==> config.mk <==
export PLATFORM = sky130hd
export DESIGN_NAME = ccco_exec
export DESIGN_NICKNAME = d
export VERILOG_FILES = /design/src/ccco_alu.v /design/src/ccco_exec.v
export VERILOG_INCLUDE_DIRS = /design/src /design/src/pkg
export SDC_FILE = /design/constraint.sdc
export NUM_CORES = 1
export LEC_CHECK = 0
export BUFFER_PORTS_ARGS = -buffer_cell sky130_fd_sc_hd__buf_4
export CAP_MARGIN = 15
export CELL_PAD_IN_SITES_DETAIL_PLACEMENT = 0
export CELL_PAD_IN_SITES_GLOBAL_PLACEMENT = 1
export CORE_UTILIZATION = 43
export CTS_BUF_LIST = sky130_fd_sc_hd__clkbuf_2 sky130_fd_sc_hd__clkbuf_4 sky130_fd_sc_hd__clkbuf_8
export CTS_CLUSTER_DIAMETER = 60
export DETAILED_ROUTE_END_ITERATION = 10
export PLACE_DENSITY = 0.88
export SYNTH_ARGS = -nofsm -noshare
export SYNTH_HDL_FRONTEND = slang
export SYNTH_HIERARCHICAL = 1
export SYNTH_SLANG_ARGS = --single-unit
export TNS_END_PERCENT = 1
==> constraint.sdc <==
create_clock -name core_clk -period 4 [get_ports core_clk]
set_input_delay 0.2 -clock core_clk [delete_from_list [all_inputs] [get_ports core_clk]]
set_output_delay 0.2 -clock core_clk [all_outputs]
set_load 0.1 [all_outputs]
==> src/pkg/ccco_regs.vh <==
// constants for the clear, complement and call execution block
`ifndef CCCO_REGS_VH
`define CCCO_REGS_VH
`define CCCO_OP_NONE 3'h0
`define CCCO_OP_CLRWD 3'h1
`define CCCO_OP_CALLACC 3'h2
`define CCCO_OP_COMPF 3'h3
`define CCCO_OP_CLRFILE 3'h4
`define CCCO_OP_CLRACC 3'h5
`define CCCO_OP_DECFILE 3'h6
`define CCCO_ZERO_BYTE 8'h00
`define CCCO_PC_RST 15'h0000
`define CCCO_ACC_RST 8'h00
`define CCCO_CALL_CYCLES 2'h2
`define CCCO_DEST_ACC 1'b0
`define CCCO_DEST_FILE 1'b1
`endif

==> src/ccco_alu.v <==
// alu for complement and decrement with zero detection
`timescale 1ns/100ps
`include "ccco_regs.vh"
module ccco_alu (
  input wire [2:0] op,
  input wire [7:0] operand,
  output reg [7:0] result,
  output wire zero
);
  always @* begin
    case (op)
      `CCCO_OP_COMPF: result = ~operand;
      `CCCO_OP_DECFILE: result = operand - 8'h01;
      default: result = `CCCO_ZERO_BYTE;
    endcase
  end
  assign zero = (result == `CCCO_ZERO_BYTE);
endmodule

==> src/ccco_exec.v <==
// execution unit for clear watchdog, call via accumulator, complement, clear and decrement
//
// The implementer's own choices: the plain strobed port and the placing of the registers.
`timescale 1ns/100ps
`include "ccco_regs.vh"
module ccco_exec (
  input wire core_clk,
  input wire reset_n,
  input wire clk_en,
  input wire op_valid,
  input wire [2:0] op_code,
  input wire [6:0] file_addr,
  input wire dest_sel,
  input wire [7:0] file_rdata,
  input wire [6:0] pc_high_latch,
  input wire [14:0] pc_in,
  output reg op_ready,
  output reg [7:0] accumulator,
  output reg [14:0] pc_out,
  output reg pc_load,
  output reg file_we,
  output reg [6:0] file_waddr,
  output reg [7:0] file_wdata,
  output reg [14:0] stack_top,
  output reg stack_push,
  output reg zero_flag,
  output reg zero_flag_we,
  output reg wdog_expired_n,
  output reg sleep_flag_n,
  output reg watchdog_clear,
  output reg prescaler_clear
);
  localparam ST_IDLE = 2'b01;
  localparam ST_CALL2 = 2'b10;
  reg rst_meta;
  reg rst_sync;
  reg [1:0] state;
  reg [1:0] next_state;
  wire [7:0] alu_result;
  wire alu_zero;
  wire take_op;
  reg [7:0] next_accumulator;
  reg [14:0] next_pc_out;
  reg next_pc_load;
  reg next_file_we;
  reg [6:0] next_file_waddr;
  reg [7:0] next_file_wdata;
  reg [14:0] next_stack_top;
  reg next_stack_push;
  reg next_zero_flag;
  reg next_zero_flag_we;
  reg next_wdog_expired_n;
  reg next_sleep_flag_n;
  reg next_watchdog_clear;
  reg next_prescaler_clear;

  // an op is only taken when idle and ready, so nothing slips in before ready rises after reset
  assign take_op = op_valid && op_ready && (state == ST_IDLE);

  // reset is released through two flops so all state leaves reset on one edge
  always @(posedge core_clk or negedge reset_n) begin
    if (!reset_n) begin
      rst_meta <= 1'b0;
      rst_sync <= 1'b0;
    end else begin
      rst_meta <= 1'b1;
      rst_sync <= rst_meta;
    end
  end

  ccco_alu u_alu (
    .op(op_code),
    .operand(file_rdata),
    .result(alu_result),
    .zero(alu_zero)
  );

  function is_call;
    input [2:0] op;
    begin
      is_call = (op == `CCCO_OP_CALLACC);
    end
  endfunction

  function is_alu_op;
    input [2:0] op;
    begin
      is_alu_op = (op == `CCCO_OP_COMPF) || (op == `CCCO_OP_DECFILE);
    end
  endfunction

  always @* begin
    case (state)
      ST_IDLE: next_state = (take_op && is_call(op_code)) ? ST_CALL2 : ST_IDLE;
      ST_CALL2: next_state = ST_IDLE;
      default: next_state = ST_IDLE;
    endcase
  end

  // watchdog side: one-cycle clear pulses, both status flags forced high
  always @* begin
    next_watchdog_clear = 1'b0;
    next_prescaler_clear = 1'b0;
    next_wdog_expired_n = wdog_expired_n;
    next_sleep_flag_n = sleep_flag_n;
    if (take_op && op_code == `CCCO_OP_CLRWD) begin
      next_watchdog_clear = 1'b1;
      next_prescaler_clear = 1'b1;
      next_wdog_expired_n = 1'b1;
      next_sleep_flag_n = 1'b1;
    end
  end

  // return address leaves on the taking edge, the target on the next one
  always @* begin
    next_stack_top = stack_top;
    next_stack_push = 1'b0;
    next_pc_out = pc_out;
    next_pc_load = 1'b0;
    if (take_op && is_call(op_code)) begin
      next_stack_top = pc_in + 15'h0001;
      next_stack_push = 1'b1;
    end
    if (state == ST_CALL2) begin
      // second cycle: target formed after the push; zero flag left alone
      next_pc_out = {pc_high_latch, accumulator};
      next_pc_load = 1'b1;
    end
  end

  always @* begin
    next_accumulator = accumulator;
    if (take_op && is_alu_op(op_code) && dest_sel == `CCCO_DEST_ACC) begin
      next_accumulator = alu_result;
    end else if (take_op && op_code == `CCCO_OP_CLRACC) begin
      next_accumulator = `CCCO_ZERO_BYTE;
    end
  end

  // address and data hold after the strobe so a slow file port can still latch them
  always @* begin
    next_file_we = 1'b0;
    next_file_waddr = file_waddr;
    next_file_wdata = file_wdata;
    if (take_op && is_alu_op(op_code) && dest_sel == `CCCO_DEST_FILE) begin
      next_file_we = 1'b1;
      next_file_waddr = file_addr;
      next_file_wdata = alu_result;
    end else if (take_op && op_code == `CCCO_OP_CLRFILE) begin
      next_file_we = 1'b1;
      next_file_waddr = file_addr;
      next_file_wdata = `CCCO_ZERO_BYTE;
    end
  end

  // only the zero flag is written here; wdog_expired_n and sleep_flag_n are set by the clear watchdog block
  always @* begin
    next_zero_flag = zero_flag;
    next_zero_flag_we = 1'b0;
    if (take_op) begin
      case (op_code)
        `CCCO_OP_COMPF, `CCCO_OP_DECFILE: begin
          next_zero_flag = alu_zero;
          next_zero_flag_we = 1'b1;
        end
        `CCCO_OP_CLRFILE, `CCCO_OP_CLRACC: begin
          next_zero_flag = 1'b1;
          next_zero_flag_we = 1'b1;
        end
        default: begin
          next_zero_flag_we = 1'b0;
        end
      endcase
    end
  end

  always @(posedge core_clk or negedge rst_sync) begin
    if (!rst_sync) begin
      state <= ST_IDLE;
      op_ready <= 1'b0;
      accumulator <= `CCCO_ACC_RST;
      pc_out <= `CCCO_PC_RST;
      pc_load <= 1'b0;
      file_we <= 1'b0;
      file_waddr <= 7'h00;
      file_wdata <= `CCCO_ZERO_BYTE;
      stack_top <= `CCCO_PC_RST;
      stack_push <= 1'b0;
      zero_flag <= 1'b0;
      zero_flag_we <= 1'b0;
      wdog_expired_n <= 1'b1;
      sleep_flag_n <= 1'b1;
      watchdog_clear <= 1'b0;
      prescaler_clear <= 1'b0;
    end else if (clk_en) begin
      state <= next_state;
      // not ready during the second call cycle so fetch holds the next op
      op_ready <= (next_state == ST_IDLE);
      accumulator <= next_accumulator;
      pc_out <= next_pc_out;
      pc_load <= next_pc_load;
      file_we <= next_file_we;
      file_waddr <= next_file_waddr;
      file_wdata <= next_file_wdata;
      stack_top <= next_stack_top;
      stack_push <= next_stack_push;
      zero_flag <= next_zero_flag;
      zero_flag_we <= next_zero_flag_we;
      wdog_expired_n <= next_wdog_expired_n;
      sleep_flag_n <= next_sleep_flag_n;
      watchdog_clear <= next_watchdog_clear;
      prescaler_clear <= next_prescaler_clear;
    end
  end
endmodule

; Yosys cells after proc, flatten, opt, wreduce, memory -nomap -nowiden
; Index checks and enable logic that the tools add are counted.
; W data, S select, Z words.
[totals]
ram_bits = 0
latch_bits = 0
input_bits = 45
romBits = 0
memories = 0
register_bits = 64
[classes]
shifts = 0
multipliers = 0
n_div = 0
eq_ne = 9
n_reduce_logical = 22
n_lt_le_gt_ge = 0
add_sub_neg = 2
bitwise = 2
muxes = 17
[ops]
columns = cell, n
row1 = $mux W8, 4
row2 = $pmux W8 S2, 1
row3 = $add A15 B1 Y15 const B, 1
row4 = $mux W7, 2
row5 = $eq A3 B3 Y1 const B, 3
row6 = $logic_and A1 B1 Y1, 9
row7 = $logic_not A8 Y1, 1
row8 = $not A8 Y8, 1
row9 = $reduce_and A2 Y1, 4
row10 = $sub A8 B1 Y8 const B, 1
row11 = $mux W1, 7
row12 = $eq A3 B2 Y1 const B, 2
row13 = $reduce_bool A2 Y1, 3
row14 = $eq A2 B1 Y1 const B, 2
row15 = $mux W2, 2
row16 = $reduce_or A2 Y1, 2
row17 = $reduce_or A4 Y1, 1
row18 = $eq A3 B1 Y1 const B, 1
row19 = $reduce_and A3 Y1, 1
row20 = $eq A2 B2 Y1 const B, 1
row21 = $pmux W1 S2, 1
row22 = $logic_or A1 B1 Y1, 1
row23 = $not A1 Y1, 1

; Depth between registers and ports, before layout
[depth]
ltp_word = 6
ltp_mapped = 9

; Hierarchy
; Netlist, hierarchy kept.
[modules_own_cells]
columns = module, n_inst, cells_each, seq_area_each_um2, area_each_um2
row1 = ccco_exec, 1, 225, 1602.8, 2783.9
row2 = ccco_alu, 1, 48, 0.0, 346.6

; Worst setup path after synthesis
; Ideal clock, no wire load.
[synth_path]
path_type = register to register
startpoint = register op_ready
endpoint = register file_waddr[6]
arrival_time_ns = 2.119
required_time_ns = 3.875
slack_ns = 1.755
period_less_slack_ns = 2.245
path_stages_with_launch = 6
cell_sequence = dfrtp_1 nand2_1 nor3_2 o21ai_4 buf_4 mux2_4
[synth_via]
elab_chain_cells = 6
elab_cells_between_ends = 8
classes_between = 1 x mux / 7 x reduce/logical
[synth_lines]
columns = element, line_no
row1 = start: declaration, ccco_exec.v:17  ; output reg op_ready,
row2 = start signal: assignment, ccco_exec.v:198  ; op_ready <= (next_state == ST_IDLE);
row3 = $logic_and A1 B1 Y1 * (2 in a row), ccco_exec.v:58  ; assign take_op = op_valid && op_ready && (state == ST_IDLE);
row4 = $logic_and A1 B1 Y1, ccco_exec.v:145  ; if (take_op && is_alu_op(op_code) && dest_sel == `CCCO_DEST_FILE) begin
row5 = $logic_and A1 B1 Y1 (no line), --
row6 = $reduce_bool A2 Y1 (no line), --
row7 = $reduce_and A2 Y1 (no line), --
row8 = end signal: assignment, ccco_exec.v:203  ; file_waddr <= next_file_waddr;
row9 = end: declaration, ccco_exec.v:22  ; output reg [6:0] file_waddr,
; Mark *: on every way between the ends. The rest lies on a longest branch, timed or not.
; A chain may end at the register's enable or synchronous reset.

; Final worst setup path
[layout_path]
startpoint = input port file_rdata[0]
endpoint = register zero_flag
[layout_via]
elab_chain_cells = 4
elab_cells_between_ends = 5
classes_between = 1 x add/sub / 2 x mux / 1 x bitwise / 1 x reduce/logical
[layout_lines]
columns = element, line_no
row1 = start: declaration, ccco_exec.v:14  ; input wire [7:0] file_rdata,
row2 = $sub A8 B1 Y8 or $not A8 Y8 (tied branches), "ccco_alu.v:13, ccco_alu.v:12"
row3 = $pmux W8 S2 *, ccco_alu.v:11  ; case (op)
row4 = $logic_not A8 Y1 (no line) *, --
row5 = named net alu_zero, ccco_exec.v:40  ; wire alu_zero;
row6 = $pmux W1 S2 *, ccco_exec.v:161  ; case (op_code)
row7 = end signal: assignment, ccco_exec.v:207  ; zero_flag <= next_zero_flag;
row8 = end: declaration, ccco_exec.v:26  ; output reg zero_flag,
; The timed path passes the listed nets; every way through them passes the cells marked *.

==> impl_metrics.tcl <==
set metrics [dict create \
    outcome "completed" \
    synthArstFlopShare 1.00 \
    maxUsedRoutingLayer "met4" \
    timing.final.crit_share 0.494 \
    grt_overflow 0 \
    cts_buffers 9 \
    antenna_found_initial 0 \
    start_util 0.453 \
    synthTopCellsByArea "dfrtp_1 50%, mux2_2 7.9%, a22o_1 5.0%, a21oi_1 2.9%, nor2_1 2.5%" \
    syn_area_per_cell_sq_um 11.5 \
    clockPowerShare 0.250 \
    synth-seq-cells 64 \
    die_w_um 87.3 \
    die-area_sq_um 7630 \
    core.rowCount 30 \
    fmax_mhz 506 \
    ctsLongestPathBuffers 2 \
    p_seq_frac 0.331 \
    core_area_sq_um 6910 \
    clock-sinks 64 \
    ys_top_cells_by_count "63 x dfrtp_1, 22 x mux2_2, 21 x nor2_1, 18 x a21oi_1, 18 x a22o_1" \
    peakVddDrop_uv 376 \
    firstDrtPassIters 6 \
    diodes 0 \
    cts_root_buffer "clkbuf_8" \
    critical_path_class "in2reg" \
    gp_congestion 0.850 \
    route.met3.wl_um 398 \
    vias 2554 \
    cp_data_arrival_time_ns 2.22 \
    p_total_mw 2.38 \
    reg2regPathDepth 5 \
    met2_wirelength_um 3660 \
    required_ns 4.24 \
    swShare 0.453 \
    insertion_delay_ns 0.33 \
    areaGrowthSynthToFinish_pct 35.0 \
    switchingPower_mw 1.08 \
    worstPathCellList "buf_4 -> inv_1 -> ha_1 -> or3b_2 -> o21a_1 -> o31ai_1 -> o221ai_1 -> nor4_2 -> a2111oi_0 -> nor3_1" \
    endpoint_kind "flop" \
    hold_class "in2reg" \
    vias_per_cell 5.29 \
    cts_tree "done" \
    crit_buf_inv 2 \
    ys.flop_type "dfrtp_1" \
    crit_family "simple AND/OR/NAND/NOR gates" \
    cp.depth 10 \
    ioPinCount 108 \
    wl_per_cell_um 14.9 \
    max_cap_viol_count 0 \
    hold_violations 0 \
    period_minus_slack_ns 1.98 \
    htreeDepth 3 \
    synthCells 273 \
    p_int_mw 1.30 \
    yosys.area.top_type "dfrtp_1" \
    yosysMostFrequentCell "dfrtp_1" \
    tightestPinTransition_ns 0.798 \
    post_cts_resized 0 \
    synth_top_area_share 0.504 \
    yosysSeqAreaShare 0.512 \
    cts_hold_buf 1 \
    yosys_warnings 6 \
    num-fill-cells 634 \
    crit_path_max_fanout 5 \
    drt-met1-wl_um 3140 \
    portBuffers 105 \
    path_clk_slew_ns 0.07 \
    synth_area_sq_um 3130 \
    grt_setup_unrepaired "no" \
    fin_worst_skew_ns 0.00521 \
    share_comb_of_total_power 0.418 \
    whs_path_depth 2 \
    post-cts-setup-buffers 0 \
    start_kind "input port" \
    leakage_nw 2.01 \
    relSlewSlack 0.466 \
    critPathSlowestCell "or3b_2" \
    slew_violations 0 \
    drt_iter0_markers 110 \
    route.detailed.drc 0 \
    drive_gt1_frac 0.432 \
    yosysUniqueCellTypes 56 \
    dp.final_hpwl_um 5340 \
    die_h_um 87.3 \
    crit_path_max_incr_delay_ns 0.51 \
    grt_util_all_layers 0.200 \
    power_density_nw_per_um2 564 \
    grt_max_degree 41 \
    wl_um 7210 \
    setup_viol 0 \
    fin_tns_setup_ns 0 \
    antenna_left 0 \
    synth-edff-count 0 \
    whs_ns 0.0754 \
    grt_pass1_vias 2416 \
    grt_pass1_wl_um 11600 \
    nets 429 \
]
==> power groups by stage <==
stage | sequential, mW | clock, mW | combinational (mW)
after floorplan | 1.42 | 0 | 0.148
after CTS | 0.790 | 0.612 | 1.00
after detailed placement | 0.801 | 0 | 1.00
after global routing | 0.799 | 0.638 | 1.03
final | 0.789 | 0.597 | 0.997
after global placement | 0.797 | 0 | 0.995
==> registers in the layout (all words and copies together) (netlist names) <==
name	flops
zero_flag_we	1
stack_push	1
pc_out	15
file_we	1
pc_load	1
stack_top	15
file_waddr	7
op_ready	1
accumulator	8
zero_flag	1
file_wdata	8
rst_sync	1
rst_meta	1
state	2
prescaler_clear	1
==> cell usage in the layout (no fill, tap or decap), types with 7 or more instances in the layout <==
cell      Yosys  final
nor3_1        7      7
a21oi_1      18     18
xnor2_1       8      8
buf_4         5    107
inv_1        11     11
nand3_1      10     10
mux2_2       22     22
nor2_1       21     21
a22o_1       18     18
clkbuf_8      0      9
dfrtp_1      63     62
==> cell families after synthesis <==
logic type,Yosys count,share of synthesized area
and+or+nand+nor,79,0.147
AOI/OAI and AO/OA,65,0.166
DFF,64,0.512
muxes,24,0.0871
buffers and inverters,23,0.0360
xor gates and xnor gates,14,0.0392
adders and majority gates,3,0.0112
other,1,0.00120
==> routing by layer <==
metal | vias up | track usage
met5 | - | 0
met4 | 0 | 0.0447
met3 | 2 | 0.0635
met2 | 84 | 0.332
met1 | 1254 | 0.255
li1 | 1214 | -
==> final cells by class <==
class                           instances  area [sq um]  share of cell area
Sequential cell                        64          1600               0.380
Multi-Input combinational cell        188          1430               0.339
Timing Repair Buffer                  108           813               0.192
Clock buffer                           10           131              0.0311
Tap cell                               96           120              0.0284
Clock inverter                          6          83.8              0.0198
Inverter                               11          41.3             0.00977
==> path summary, 6_finish.rpt <==
| check | startpoint | to | slack (ns) |
|---|---|---|---|
| max reg2reg | state[0] | stack_top[9] | 2.06 |
| min reg2reg | rst_sync | stack_top[0] | 0.24 |
| min | pc_in[0] | stack_top[0] | 0.08 |
| max in group asynchronous | rst_sync | stack_top[11] | 2.88 |
| min in group asynchronous | reset_n | rst_meta | 0.20 |
| max | file_rdata[0] | zero_flag | 2.02 |
==> per-stage QoR <==
stage	std cells	cell area (sq um)	setup WS [ns]	util
after floorplan	275	3140	1.76	-
after global placement	466	4000	1.78	0.579
after detailed placement	466	4000	1.68	0.579
after CTS	483	4230	2.03	0.612
after global routing	483	4230	1.86	0.612
final	483	4230	2.02	0.612
Note: power is estimated with default switching activity, not from simulation.
